File: src/core/jtap_pkg.sv
// Notes on behaviour
// test reset low forces and holds reset state
// power-on reset also forces reset state
// reset state loads identification instruction
// mode select sampled each rising test clock
// five high mode samples reach reset state
// data input shifted into selected chain
// host changes inputs on falling test clock
// data output changes on falling test clock
// data output driven only while shifting
// stopped test clock keeps all state
// four-bit instruction chain holds current instruction
// state picks chain, capture, shift, update
// held instruction selects the data chain
// chains capture, shift, then update parallel register
// unknown instructions decode as bypass
// external and internal test touch no boundary chain, shift through bypass
// output mux picks core or local chain
// full sixteen-state test access graph
package jtap_pkg;

    localparam int IRW = 4;
    localparam int IDW = 32;
    localparam int DW_DEF = 8;
    localparam int BSW_DEF = 8;
    localparam int FIFO_DEPTH = 16;

    localparam logic [IRW-1:0] I_EXTEST = 4'h0;
    localparam logic [IRW-1:0] I_INTEST = 4'h1;
    localparam logic [IRW-1:0] I_SAMPLE = 4'h2;
    localparam logic [IRW-1:0] I_USER = 4'h4;
    localparam logic [IRW-1:0] I_ABORT = 4'h8;
    localparam logic [IRW-1:0] I_DPACC = 4'hA;
    localparam logic [IRW-1:0] I_APACC = 4'hB;
    localparam logic [IRW-1:0] I_IDCODE = 4'hE;
    localparam logic [IRW-1:0] I_BYPASS = 4'hF;

    // instruction chain capture pattern, low bits fixed at 01
    localparam logic [IRW-1:0] IR_CAPT = 4'h1;
    // identification value is arbitrary; bit 0 must stay set
    localparam logic [IDW-1:0] ID_DEF = 32'h0000_0001;
    localparam logic BYP_CAPT = 1'h0;
    localparam logic [2:0] TMS_RST_RUN = 3'h5;

    typedef enum logic [3:0] {
        S_TLR = 4'h0,
        S_RTI = 4'h1,
        S_SDR = 4'h3,
        S_CDR = 4'h2,
        S_SHDR = 4'h6,
        S_E1DR = 4'h7,
        S_PDR = 4'h5,
        S_E2DR = 4'h4,
        S_UDR = 4'hC,
        S_SIR = 4'hD,
        S_CIR = 4'hF,
        S_SHIR = 4'hE,
        S_E1IR = 4'hA,
        S_PIR = 4'hB,
        S_E2IR = 4'h9,
        S_UIR = 4'h8
    } jtap_state_t;

    typedef struct packed {
        logic tck;
        logic tms;
        logic tdi;
    } jtap_pin_t;

    typedef struct packed {
        logic tdo;
        logic oe;
    } jtap_tdo_t;

endpackage

File: src/core/jtap_fifo.sv
`timescale 1ns/1ns
module jtap_fifo #(
    parameter int W = 8,
    parameter int D = 16
) (
    input wire logic clk, // fifo clock
    input wire logic rst_b, // async reset, active low
    input wire logic in_valid, // write request
    output logic in_ready, // space left
    input wire logic [W-1:0] in_data, // write word
    output logic out_valid, // word available
    input wire logic out_ready, // reader takes word
    output logic [W-1:0] out_data // head word
);
    localparam int AW = $clog2(D);

    logic [W-1:0] mem [D];
    logic [AW:0] wr_q;
    logic [AW:0] rd_q;
    logic [AW:0] wr_d;
    logic [AW:0] rd_d;
    logic push;
    logic pop;

    ////////////////////////////////////////////////////////////////////////
    // extra pointer bit tells full from empty without a counter
    assign in_ready = (wr_q[AW-1:0] != rd_q[AW-1:0]) || (wr_q[AW] == rd_q[AW]);
    assign out_valid = (wr_q != rd_q);
    assign push = in_valid && in_ready;
    assign pop = out_valid && out_ready;
    assign wr_d = push ? wr_q + (AW+1)'(1) : wr_q;
    assign rd_d = pop ? rd_q + (AW+1)'(1) : rd_q;
    assign out_data = mem[rd_q[AW-1:0]];

    always_ff @(posedge clk or negedge rst_b)
    begin
        if (!rst_b)
        begin
            wr_q <= '0;
            rd_q <= '0;
        end
        else
        begin
            wr_q <= wr_d;
            rd_q <= rd_d;
        end
    end

    always_ff @(posedge clk)
    begin
        if (push)
        begin
            mem[wr_q[AW-1:0]] <= in_data;
        end
    end

endmodule

File: src/core/jtap_tap.sv
`timescale 1ns/1ns
module jtap_tap #(
    parameter int DW = jtap_pkg::DW_DEF,
    parameter int BSW = jtap_pkg::BSW_DEF,
    parameter int FDEPTH = jtap_pkg::FIFO_DEPTH,
    parameter logic [31:0] ID_VAL = jtap_pkg::ID_DEF
) (
    input wire logic ref_clk, // system clock, 50 MHz
    input wire logic rst_b, // power-on reset, async, active low
    input wire logic trst_b, // test reset pin, async, active low
    input wire jtap_pkg::jtap_pin_t pins_i, // test clock, mode select, data in
    output jtap_pkg::jtap_tdo_t tdo_o, // serial out and its enable
    input wire logic core_tdo_i, // serial out of the core debug port
    output logic core_sel_o, // core debug instruction in force
    input wire logic [BSW-1:0] bs_pad_i, // pad levels seen by boundary cells
    output logic [BSW-1:0] bs_pad_o, // boundary update register
    output logic ext_mode_o, // external test in force
    output logic int_mode_o, // internal test in force
    output logic [DW-1:0] usr_data_o, // word from user data chain
    output logic usr_valid_o, // word available
    input wire logic usr_ready_i // user logic takes word
);
    import jtap_pkg::*;

    ////////////////////////////////////////////////////////////////////////
    // reset: async assert, release two edges later
    logic arst_b;
    logic [1:0] trs_q;
    logic tap_rst_n;

    assign arst_b = rst_b & trst_b;

    always_ff @(posedge ref_clk or negedge arst_b)
    begin
        if (!arst_b)
        begin
            trs_q <= 2'h0;
        end
        else
        begin
            trs_q <= {trs_q[0], 1'h1};
        end
    end

    assign tap_rst_n = trs_q[1];

    ////////////////////////////////////////////////////////////////////////
    // pin synchronisers; the host moves pins on the falling test clock,
    // so half a test clock period of settling is assumed
    jtap_pin_t pin_s1_q;
    jtap_pin_t pin_s2_q;
    logic tck_s3_q;
    logic core_s1_q;
    logic core_s2_q;
    logic [BSW-1:0] bs_s1_q;
    logic [BSW-1:0] bs_s2_q;

    always_ff @(posedge ref_clk or negedge rst_b)
    begin
        if (!rst_b)
        begin
            // pins idle at their pull-up level; a low reset value here would
            // fake a test clock rise just after reset lets go
            pin_s1_q <= '1;
            pin_s2_q <= '1;
            tck_s3_q <= 1'h1;
            core_s1_q <= 1'h0;
            core_s2_q <= 1'h0;
            bs_s1_q <= '0;
            bs_s2_q <= '0;
        end
        else
        begin
            pin_s1_q <= pins_i;
            pin_s2_q <= pin_s1_q;
            tck_s3_q <= pin_s2_q.tck;
            core_s1_q <= core_tdo_i;
            core_s2_q <= core_s1_q;
            bs_s1_q <= bs_pad_i;
            bs_s2_q <= bs_s1_q;
        end
    end

    logic tck_rise;
    logic tck_fall;
    logic tms;
    logic tdi;

    // no edge seen means nothing below moves except the queue's system-side read port
    assign tck_rise = pin_s2_q.tck & ~tck_s3_q;
    assign tck_fall = ~pin_s2_q.tck & tck_s3_q;
    assign tms = pin_s2_q.tms;
    assign tdi = pin_s2_q.tdi;

    ////////////////////////////////////////////////////////////////////////
    // test access state machine
    jtap_state_t state_q;
    jtap_state_t state_d;
    jtap_state_t state_nx;

    always_comb
    begin
        case (state_q)
            S_TLR: state_d = tms ? S_TLR : S_RTI;
            S_RTI: state_d = tms ? S_SDR : S_RTI;
            S_SDR: state_d = tms ? S_SIR : S_CDR;
            S_CDR: state_d = tms ? S_E1DR : S_SHDR;
            S_SHDR: state_d = tms ? S_E1DR : S_SHDR;
            S_E1DR: state_d = tms ? S_UDR : S_PDR;
            S_PDR: state_d = tms ? S_E2DR : S_PDR;
            S_E2DR: state_d = tms ? S_UDR : S_SHDR;
            S_UDR: state_d = tms ? S_SDR : S_RTI;
            S_SIR: state_d = tms ? S_TLR : S_CIR;
            S_CIR: state_d = tms ? S_E1IR : S_SHIR;
            S_SHIR: state_d = tms ? S_E1IR : S_SHIR;
            S_E1IR: state_d = tms ? S_UIR : S_PIR;
            S_PIR: state_d = tms ? S_E2IR : S_PIR;
            S_E2IR: state_d = tms ? S_UIR : S_SHIR;
            S_UIR: state_d = tms ? S_SDR : S_RTI;
            default: state_d = S_TLR;
        endcase
    end

    assign state_nx = tck_rise ? state_d : state_q;

    always_ff @(posedge ref_clk or negedge tap_rst_n)
    begin
        if (!tap_rst_n)
        begin
            state_q <= S_TLR;
        end
        else
        begin
            state_q <= state_nx;
        end
    end

    ////////////////////////////////////////////////////////////////////////
    // state and instruction decode
    logic cap_ir;
    logic sh_ir;
    logic upd_ir;
    logic cap_dr;
    logic sh_dr;
    logic upd_dr;
    logic [IRW-1:0] ir_q;
    logic is_core;
    logic is_id;
    logic is_bs;
    logic is_usr;
    logic is_byp;

    assign cap_ir = tck_rise && (state_q == S_CIR);
    assign sh_ir = tck_rise && (state_q == S_SHIR);
    assign upd_ir = tck_rise && (state_q == S_UIR);
    assign cap_dr = tck_rise && (state_q == S_CDR);
    assign sh_dr = tck_rise && (state_q == S_SHDR);
    assign upd_dr = tck_rise && (state_q == S_UDR);

    assign is_core = (ir_q == I_ABORT) || (ir_q == I_DPACC) || (ir_q == I_APACC);
    assign is_id = (ir_q == I_IDCODE);
    assign is_bs = (ir_q == I_SAMPLE);
    assign is_usr = (ir_q == I_USER);
    // external/internal test and any unknown code fall through to bypass
    assign is_byp = !(is_core || is_id || is_bs || is_usr);

    assign core_sel_o = is_core;
    assign ext_mode_o = (ir_q == I_EXTEST);
    assign int_mode_o = (ir_q == I_INTEST);

    ////////////////////////////////////////////////////////////////////////
    // shift chains and parallel registers
    logic [IRW-1:0] ir_sh_q;
    logic [IRW-1:0] ir_sh_d;
    logic [IRW-1:0] ir_d;
    logic byp_q;
    logic byp_d;
    logic [IDW-1:0] id_sh_q;
    logic [IDW-1:0] id_sh_d;
    logic [BSW-1:0] bs_sh_q;
    logic [BSW-1:0] bs_sh_d;
    logic [BSW-1:0] bs_upd_q;
    logic [BSW-1:0] bs_upd_d;
    logic [DW-1:0] usr_sh_q;
    logic [DW-1:0] usr_sh_d;
    logic push_rdy;
    logic push_v;

    assign ir_sh_d = cap_ir ? IR_CAPT : sh_ir ? {tdi, ir_sh_q[IRW-1:1]} : ir_sh_q;
    assign ir_d = (state_q == S_TLR) ? I_IDCODE : upd_ir ? ir_sh_q : ir_q;
    assign byp_d = (cap_dr && is_byp) ? BYP_CAPT : (sh_dr && is_byp) ? tdi : byp_q;
    assign id_sh_d = (cap_dr && is_id) ? ID_VAL :
        (sh_dr && is_id) ? {tdi, id_sh_q[IDW-1:1]} : id_sh_q;
    assign bs_sh_d = (cap_dr && is_bs) ? bs_s2_q :
        (sh_dr && is_bs) ? {tdi, bs_sh_q[BSW-1:1]} : bs_sh_q;
    assign bs_upd_d = (upd_dr && is_bs) ? bs_sh_q : bs_upd_q;
    // capture shows whether the buffer can take the next update
    assign usr_sh_d = (cap_dr && is_usr) ? {{(DW-1){1'h0}}, push_rdy} :
        (sh_dr && is_usr) ? {tdi, usr_sh_q[DW-1:1]} : usr_sh_q;
    assign push_v = upd_dr && is_usr;

    always_ff @(posedge ref_clk or negedge tap_rst_n)
    begin
        if (!tap_rst_n)
        begin
            ir_sh_q <= IR_CAPT;
            ir_q <= I_IDCODE;
        end
        else
        begin
            ir_sh_q <= ir_sh_d;
            ir_q <= ir_d;
        end
    end

    // data chains ride out a test reset untouched, only power-on clears them
    always_ff @(posedge ref_clk or negedge rst_b)
    begin
        if (!rst_b)
        begin
            byp_q <= BYP_CAPT;
            id_sh_q <= '0;
            bs_sh_q <= '0;
            bs_upd_q <= '0;
            usr_sh_q <= '0;
        end
        else
        begin
            byp_q <= byp_d;
            id_sh_q <= id_sh_d;
            bs_sh_q <= bs_sh_d;
            bs_upd_q <= bs_upd_d;
            usr_sh_q <= usr_sh_d;
        end
    end

    assign bs_pad_o = bs_upd_q;

    ////////////////////////////////////////////////////////////////////////
    // user words queue for the system side; a word updated while the
    // queue is full is dropped, the host sees that in the captured bit
    jtap_fifo #(
        .W(DW),
        .D(FDEPTH)
    ) u_fifo (
        .clk(ref_clk),
        .rst_b(rst_b),
        .in_valid(push_v),
        .in_ready(push_rdy),
        .in_data(usr_sh_q),
        .out_valid(usr_valid_o),
        .out_ready(usr_ready_i),
        .out_data(usr_data_o)
    );

    ////////////////////////////////////////////////////////////////////////
    // serial output, moved only on the falling test clock
    logic tdo_mux;
    logic shifting;
    logic tdo_q;
    logic oe_q;

    assign shifting = (state_q == S_SHIR) || (state_q == S_SHDR);
    assign tdo_mux = (state_q == S_SHIR) ? ir_sh_q[0] :
        is_core ? core_s2_q :
        is_id ? id_sh_q[0] :
        is_bs ? bs_sh_q[0] :
        is_usr ? usr_sh_q[0] : byp_q;

    always_ff @(posedge ref_clk or negedge tap_rst_n)
    begin
        if (!tap_rst_n)
        begin
            tdo_q <= 1'h0;
            oe_q <= 1'h0;
        end
        else
        begin
            tdo_q <= tck_fall ? tdo_mux : tdo_q;
            oe_q <= tck_fall ? shifting : oe_q;
        end
    end

    assign tdo_o.tdo = tdo_q;
    assign tdo_o.oe = oe_q;

    ////////////////////////////////////////////////////////////////////////
    // checks
    logic [2:0] tms_run_q;
    logic [2:0] tms_run_d;

    assign tms_run_d = !tck_rise ? tms_run_q : !tms ? 3'h0 :
        (tms_run_q == TMS_RST_RUN) ? tms_run_q : 3'(tms_run_q + 3'h1);

    always_ff @(posedge ref_clk or negedge tap_rst_n)
    begin
        if (!tap_rst_n)
        begin
            tms_run_q <= 3'h0;
        end
        else
        begin
            tms_run_q <= tms_run_d;
        end
    end
endmodule

File: config.mk
export PLATFORM = sky130hd
export DESIGN_NAME = jtap_tap
export DESIGN_NICKNAME = d
export VERILOG_FILES = /design/src/core/jtap_pkg.sv /design/src/core/jtap_fifo.sv /design/src/core/jtap_tap.sv
export SDC_FILE = /design/constraint.sdc
export NUM_CORES = 1
export LEC_CHECK = 0
export ABC_AREA = 1
export CAP_MARGIN = 20
export CORE_MARGIN = 2
export CORE_UTILIZATION = 40
export CTS_CLUSTER_DIAMETER = 100
export DETAILED_ROUTE_END_ITERATION = 10
export DONT_BUFFER_PORTS = 1
export HOLD_SLACK_MARGIN = 0.06
export PLACE_DENSITY = 0.64
export SLEW_MARGIN = 20
export SYNTH_ARGS = -nofsm -noshare
export SYNTH_HDL_FRONTEND = slang
export SYNTH_SLANG_ARGS = --single-unit
File: constraint.sdc
create_clock -name ref_clk -period 1.75 [get_ports ref_clk]
set_input_delay 0.35 -clock ref_clk [delete_from_list [all_inputs] [get_ports ref_clk]]
set_output_delay 0.35 -clock ref_clk [all_outputs]
set_load 0.05 [all_outputs]
# Word-level counts from Yosys, hierarchy flattened
# Memories as Yosys holds them, arrays and structs flattened.
# Cells that the tools add are included.
# word_totals
regBits,108
latchBits,0
ramBits,128
romBits,0
inputBits,16
out_inout_bits,22
word_cells,126
n_memories,1
# classes
addsub,2
n_mul,0
n_div,0
order_cmp,0
n_eq_ne,25
shifts,0
n_mux,32
bitwise,5
n_reduce_logical,37
# memory_table
name,words,word_bits,read_ports,rd_ports_with_merged_regs,wr,line,rtl
u_fifo.mem,16,8,1,0,1,jtap_fifo.sv:17,logic [W-1:0] mem [D];
# op_table
op,n
two-way mux 32 bit,2
"equality test 4 bit, second input constant",12
one-hot mux 4 bit (12 select lines),1
two-way mux 4 bit,8
two-way mux 8 bit,4
"equality test 4 x 3 -> 1 bit, second input constant",5
logical AND 1 bit,18
"equality test 4 x 2 -> 1 bit, second input constant",3
two-way mux 1 bit,12
nonzero test 2 bit,6
"adder 5 x 1 -> 5 bit, second input constant",2
"equality test 4 x 1 -> 1 bit, second input constant",2
logical NOT 4 bit,2
logical OR 1 bit,7
two-way mux 2 bit,3
two-way mux 3 bit,2
!= test 5 bit,1
!= test 4 bit,1
OR reduction 2 bit,2
bitwise AND 1 bit,3
OR reduction 3 bit,1
inverter 1 bit,2
equality test 1 bit,1
logical NOT 1 bit,1

# Depth between registers and ports, before layout
# Gate-level depths: netlist of the first run.
# logic_depth
ltp_word,10
ltp_mapped,11
ltp_nobuf,11

# Modules after synthesis
# From an unflattened synthesis of the first run, not the netlist that was laid out.
# unflattened
hier_cells,1006
area_unflattened_um2,10134.7
# modules_own_cells
mod,n_inst,cells_per_inst,area_per_inst_um2,seq_area_each_um2
jtap_fifo,1,557,5939.4,4093.9
jtap_tap,1,449,4195.3,2466.1

# Worst setup path before layout of the first run
# OpenSTA, ideal clock, no wires.
# synth_timing
kind,register to output
startpoint,register ir_q[3]
endpoint,output ext_mode_o
arrival_time_ps,1631
required_ps,1400
path_slack_ps,-231
path_stages_with_launch,4
n_path_buf,0
cell_sequence,dfstp_2 > nor2_2 > inv_1 > nor3_1
# synth_via
elab_chain_len,1
# synth_lines
element,line,rtl
from (decl),jtap_tap.sv:146,logic [IRW-1:0] ir_q;
from (signal assigned),jtap_tap.sv:212,ir_q <= ir_d;
logical NOT 4 bit,jtap_tap.sv:168,assign ext_mode_o = (ir_q == I_EXTEST);
to (decl),jtap_tap.sv:17,"output logic ext_mode_o,"
# Every way passes these cells.

# Worst setup path after layout of the first run
# layout_timing
startpoint,register u_fifo.rd_q[0]
endpoint,output usr_data_o[6]
# layout_via
elab_chain_len,1
# layout_lines
element,line,rtl
from (decl),jtap_fifo.sv:19,logic [AW:0] rd_q;
from (signal assigned),jtap_fifo.sv:45,rd_q <= rd_d;
memory (16 x 8 bit),n/a,
to (decl),jtap_tap.sv:19,"output logic [DW-1:0] usr_data_o,"
# Every way passes these cells.

==> flow_summary.json, run 1 <==
{
  "hp-class": "primary input to asynchronous set/reset pin",
  "dr.first_iter.drc_count": 555,
  "clk_pin_slew_worst_paths_ps": 60,
  "grt_usage": 0.1764,
  "r2r-end": "u_fifo.mem[1][0]$_DFFE_PP_",
  "htreeDepth": 1,
  "cp-endpoint": "usr_data_o[6]",
  "route.vias.total": 6709,
  "tns_ps": -45020,
  "post-route-drc-count": 0,
  "die-area_mm2": 0.02582,
  "sequentialPowerShare": 0.352,
  "dpl_cell_area_mm2": 0.01080,
  "final_layout_size_suffix_gt1_frac": 0.2389,
  "timing.max_cap.violations": 0,
  "grt_pass1_wl_um": 36290,
  "relSlewSlack": 0.6149,
  "p_per_area_mw_per_mm2": 1443,
  "diodes": 0,
  "final_nets": 1010,
  "critical_path_required_ps": 1400,
  "dp_cells": 1260,
  "fin_ws_ps": -657.1,
  "layout_commonest_cell": "nand2_1",
  "timing.fmax_mhz": 415.4,
  "clk_latency_ps": 520,
  "p_int_w": 0.01177,
  "synth.avg_cell_area_um2": 11.01,
  "ys_warn_count": 0,
  "critPathArrivalTime_ps": 2060,
  "syn_to_final_growth_pct": 26.08,
  "cts_buffer_depth": 3,
  "grt_pass1_vias": 6911,
  "timing.rr.start": "u_fifo.rd_q[0]$_DFFE_PN0P_",
  "rows": 57,
  "startpoint": "u_fifo.rd_q[0]$_DFFE_PN0P_",
  "ys_types": 42,
  "design_area_mm2": 0.01238,
  "p_leak_nw": 4.862,
  "synth_top_area_cell": "edfxtp_1",
  "grt_start_max_net_pins": 94,
  "start_util": 0.4062,
  "final_cells": 1333,
  "crit_type": "register to primary output",
  "cp_max_fo": 6,
  "yosys.area.top_type_share": 0.3914,
  "cp.depth": 9,
  "path_cells": "inv_4, buf_12, buf_4, nor2_1, nor2_1, o21ai_1, o211ai_1, o211ai_1, nand2_2",
  "tightestPinTransition_ps": 577.6,
  "ctsRootBufferMaster": "clkbuf_16",
  "whs_ps": -477.8,
  "ir_drop_uv": 1031,
  "fin_crit_ps": 2407,
  "viasPerCell": 5.033,
  "violations": "negative hold slack, negative setup slack",
  "synth_area_leaders": "edfxtp_1 39%, dfrtp_1 25%, o21ai_0 5.8%",
  "cts_tree": "done",
  "wl_um": 22450,
  "dp_hpwl_um": 14330,
  "synth_area_mm2": 0.009821,
  "numCtsBuffers": 26,
  "clkPwrFrac": 0.312,
  "rrSetupSlack_ps": -340,
  "final-setup-viol-count": 145,
  "drt-pass1-iter-count": 5,
  "critPathMaxStageDelay_ps": 410,
  "drtAntennaViolNets": 0,
  "fillers": 2013,
  "die_y_um": 160.7,
  "die_x_um": 160.7,
  "fin_skew_ps": 13.49,
  "antenna_found_initial": 0,
  "min_period_over_period": 1.375,
  "ios": 38,
  "ys_ff_latch": 236,
  "yosysSeqAreaShare": 0.6680,
  "post_drt_wl_per_cell_um": 16.84,
  "cp_slowest_cell": "dfrtp_2",
  "synth-edff-count": 128,
  "endpoint_kind": "primary output",
  "clock_sinks": 236,
  "async_reset_ff_frac": 0.4576,
  "dp_slack_ps": -204.1,
  "combPwrFrac": 0.335,
  "p_sw_w": 0.006104,
  "final_cell_mix": "138 x nand2_1, 128 x edfxtp_1, 108 x nor2_1, 95 x dfrtp_1, 81 x o21ai_0",
  "hold_viol_final": 92,
  "grt_overflow": 0,
  "swShare": 0.3415,
  "ys.flop_type": "edfxtp_1",
  "path_buf_inv": 3,
  "synthCells": 892,
  "slew_violations": 0,
  "critical_path.top_delay_family": "flip-flops",
  "rsz0062_at_grt": "yes",
  "worstSetupStartpointType": "register",
  "core_mm2": 0.02418,
  "synth_nets": 913,
  "port-buffer-count": 0,
  "gp_congestion": 0.9178,
  "worstRegToRegCells": 10,
  "status": "finished with violations"
}
## cell usage after synthesis (10+ instances only)
cell / number
o21ai_2: 10
nand3_1: 34
o21ai_0: 114
nor2_1: 132
buf_2: 13
o211ai_1: 39
inv_1: 49
edfxtp_1: 128
dfrtp_1: 97
o21ai_1: 13
nand2_1: 149
clkbuf_1: 18
dfstp_2: 11
## layer usage
layer,vias to the layer above,GRT usage,wire length (um)
met2,183,0.3162,11490
met4,0,0.05479,595
met5,-,0,0
met1,3250,0.2194,9236
met3,45,0.02893,1123
li1,3231,-,-
## worst min path at each step
| stage | depth (start not counted) | start | to | slack, ps |
|---|---|---|---|---|
| after floorplan | 0 | rst_b | bs_pad_o[0]$_DFFE_PN0P_ | 50 |
| after global placement | 0 | rst_b | id_sh_q[20]$_DFFE_PN0P_ | 60 |
| after detailed placement | 0 | rst_b | id_sh_q[20]$_DFFE_PN0P_ | 60 |
| after CTS | 0 | rst_b | id_sh_q[19]$_DFFE_PN0P_ | -500 |
| after global routing | 0 | rst_b | id_sh_q[19]$_DFFE_PN0P_ | -510 |
| final | 0 | rst_b | id_sh_q[21]$_DFFE_PN0P_ | -480 |
## flip-flops by register name (all words and copies together) (netlist names), 5 cells and up
signal and cells:
bs_pad_o 8, bs_s1_q 8, bs_s2_q 8, bs_sh_q 8, id_sh_q 32, u_fifo.mem 128, u_fifo.rd_q 5, u_fifo.wr_q 5
usr_sh_q 8
## power groups by stage
stage	sequential (W)	clock, W	combinational [W]
after CTS	0.00630	0.00571	0.00576
after detailed placement	0.00639	0	0.00532
after global routing	0.00632	0.00595	0.00647
after global placement	0.00639	0	0.00529
after floorplan	0.00632	0	0.00368
final	0.00630	0.00558	0.00599
## kinds of logic after synthesis
| group | Yosys count | share of synthesized area |
|---|---|---|
| and+or+nand+nor | 348 | 0.1524 |
| DFF | 236 | 0.6680 |
| AOI/OAI and AO/OA | 188 | 0.1131 |
| buffers and inverters | 103 | 0.04994 |
| xor gates and xnor gates | 11 | 0.009811 |
| adders and majority gates | 5 | 0.006370 |
| other | 1 | 0.0003818 |
## repair_timing
action,4_1_cts,5_1_grt
gates cloned,1,0
setup buffers,10,5
pin swaps,21,24
hold buffers,15,1
resized for setup,69,69
hold endpoints to repair,108,96
endpoints found under the setup margin,141,201
## through the flow
stage,hold slack (ps),utilization,power [W]
floorplan,54.41,-,0.01001
global placement,58.75,0.4466,0.01168
detailed placement,58.20,0.4466,0.01171
CTS,-503.8,0.5018,0.01777
global route,-507.0,0.5121,0.01874
finish,-477.8,0.5121,0.01787
## layout make-up
| cell class | count | area, um2 | area share |
|---|---|---|---|
| clock buffer | 41 | 779.5 | 0.06295 |
| clock inverter | 7 | 110.1 | 0.008892 |
| inverter | 59 | 241.5 | 0.01950 |
| multi-input combinational | 553 | 3120 | 0.2520 |
| sequential | 236 | 6563 | 0.5300 |
| tap | 324 | 405.4 | 0.03274 |
| timing repair buffer | 113 | 1162 | 0.09388 |
Note: power is estimated with default switching activity, not from simulation.
==> run 2, diff against run 1 <==
Settings changed: ABC_AREA 1 to unset, CAP_MARGIN 20 to unset, SLEW_MARGIN 20 to 40.
==> flow_summary.json, run 2 <==
{
  "grt.busiest_layer": "met2",
  "design_area_mm2": 0.01175,
  "p_per_area_mw_per_mm2": 1379,
  "dr.first_iter.drc_count": 367,
  "crit_type": "register to primary output",
  "die_y_um": 158.7,
  "die-area_mm2": 0.02518,
  "whs_ps": -461.1,
  "synthCells": 628,
  "start_util": 0.4077,
  "dp_hpwl_um": 11540,
  "cp_slowest_cell": "mux4_2",
  "synth_top_area_cell": "edfxtp_1",
  "critical_path.top_delay_family": "multiplexers",
  "diodes": 0,
  "clk_pin_slew_worst_paths_ps": 60,
  "path_buf_inv": 1,
  "ctsRootBufferMaster": "clkbuf_16",
  "slew_violations": 0,
  "post_drt_wl_per_cell_um": 18.78,
  "worstSetupStartpointType": "register",
  "ir_drop_uv": 865.4,
  "rows": 56,
  "hold_viol_final": 92,
  "grt_pass1_vias": 5547,
  "timing.max_cap.violations": 0,
  "ys_ff_latch": 236,
  "final_cell_mix": "128 x edfxtp_1, 95 x dfrtp_1, 92 x nand2_1, 63 x buf_4, 48 x o21ai_0",
  "gp_congestion": 0.8065,
  "yosysSeqAreaShare": 0.6855,
  "yosys.area.top_type_share": 0.4017,
  "synth.avg_cell_area_um2": 15.24,
  "min_period_over_period": 1.541,
  "fin_skew_ps": 27.44,
  "grt_pass1_wl_um": 30320,
  "violations": "negative hold slack, negative setup slack",
  "tightestPinTransition_ps": 611.0,
  "power_w": 0.01620,
  "drt-pass1-iter-count": 4,
  "synth_area_mm2": 0.009569,
  "dpl_cell_area_mm2": 0.01029,
  "cts_buffer_depth": 3,
  "synth_commonest_cells": "128 x edfxtp_1, 97 x dfrtp_1, 94 x nand2_1, 57 x o21ai_0, 27 x mux4_2",
  "clk_latency_ps": 520,
  "use_met3": 0.03048,
  "final_layout_size_suffix_gt1_frac": 0.3089,
  "antenna_found_initial": 0,
  "syn_to_final_growth_pct": 22.78,
  "layout_commonest_cell": "edfxtp_1",
  "async_reset_ff_frac": 0.4576,
  "grt_start_max_net_pins": 94,
  "viasPerCell": 5.158,
  "ios": 38,
  "port-buffer-count": 0,
  "route.vias.total": 5452,
  "multi_input_area_mm2": 0.002974,
  "clock_sinks": 236,
  "p_leak_nw": 4.430,
  "status": "finished with violations",
  "die_x_um": 158.7,
  "wl_um": 19850,
  "rsz0062_at_grt": "yes",
  "final_nets": 740,
  "grt_usage": 0.1581,
  "cts_hold_buf": 15,
  "critPathArrivalTime_ps": 2350,
  "synth_area_leaders": "edfxtp_1 40%, dfrtp_1 25%, mux4_2 6.4%",
  "numCtsBuffers": 25,
  "hp-class": "primary input to asynchronous set/reset pin",
  "grt_overflow": 0,
  "ys.flop_type": "edfxtp_1",
  "final_util": 0.5005,
  "path_cells": "buf_12, mux4_1, mux4_2",
  "synth_most_common_cell": "edfxtp_1",
  "critical_path_required_ps": 1400,
  "synth_nets": 649,
  "fin_crit_ps": 2697,
  "ys_warn_count": 0,
  "synth-edff-count": 128,
  "core_mm2": 0.02347,
  "endpoint_kind": "primary output",
  "relSlewSlack": 0.5926,
  "timing.fmax_mhz": 370.7,
  "fillers": 1949,
  "post-route-drc-count": 0,
  "critPathMaxStageDelay_ps": 650,
  "cp_max_fo": 13,
  "final-setup-viol-count": 151,
  "largest_reg_flops": 128,
  "met1_usage": 0.1967,
  "regArea_mm2": 0.006563,
  "drtAntennaViolNets": 0,
  "cts_tree": "done",
  "fin_ws_ps": -947.3,
  "ys_types": 58,
  "dp_slack_ps": -421.7,
  "grtUsageMet2": 0.2861,
  "htreeDepth": 1
}
## run 2: power breakdown
part / internal, W / switching, W / total [W] / leakage, nW
clock: 0.00287 / 0.00208 / 0.00496 / 0.383
sequential: 0.00617 / 0.000319 / 0.00649 / 2.56
combinational: 0.00218 / 0.00258 / 0.00476 / 1.48
total: 0.0112 / 0.00499 / 0.0162 / 4.43
## run 2: cells by family after synthesis
family,after synthesis,share of synthesized area
adders and majority gates,5,0.006538
xor gates and xnor gates,16,0.01464
buffers and inverters,47,0.02471
and+or+nand+nor,164,0.08460
other,1,0.0003919
AOI/OAI and AO/OA,99,0.06211
DFF,236,0.6855
muxes,60,0.1215
## run 2: final cells by class
cell class,count,share of cell area
clock buffer,32,0.05719
inverter,8,0.002769
tap,319,0.03397
timing repair buffer,102,0.08509
sequential,236,0.5586
multi-input combinational,346,0.2531
clock inverter,14,0.009265
## run 2: per-stage QoR
step	hold slack, ps	setup TNS (ps)	std cells
4_1_cts	-489.0	-37030	1035
2_1_floorplan	54.41	-6427	628
3_3_place_gp	56.87	-35490	960
5_1_grt	-498.4	-53210	1057
6_report	-461.1	-43870	1057
3_5_place_dp	56.37	-37630	960
## run 2: path summary, 6_finish.rpt
| path | cells past startpoint | endpoint | start | slack [ps] |
|---|---|---|---|---|
| worst min-delay path | 0 | id_sh_q[21]$_DFFE_PN0P_ | rst_b | -460 |
| worst max register to register | 8 | u_fifo.mem[13][1]$_DFFE_PP_ | u_fifo.rd_q[0]$_DFFE_PN0P_ | -360 |
| max in group asynchronous | 3 | trs_q[1]$_DFF_PN0_ | trst_b | 910 |
| worst max-delay path | 3 | usr_data_o[0] | u_fifo.rd_q[0]$_DFFE_PN0P_ | -950 |
| worst min register to register | 0 | ir_sh_q[3]$_DFFE_PN0P_ | trs_q[1]$_DFF_PN0_ | 250 |
| min in group ref_clk | 0 | core_s2_q$_DFF_PN0_ | core_s1_q$_DFF_PN0_ | 350 |
## run 2: routing by layer
metal  vias up  wire, um  part of all wire
li1       2517         -                 -
met5         -         0                 0
met4         0       270             0.014
met3        21       913             0.046
met1      2796      8038              0.40
met2       118     10630              0.54
## run 2: what timing repair did
item / 4_1_cts / 5_1_grt
setup buffers: 13 / 18
gates cloned: 1 / 4
setup endpoints to repair: 153 / 191
hold endpoints to repair: 111 / 92
pin swaps: 8 / 15
resized for setup: 37 / 25
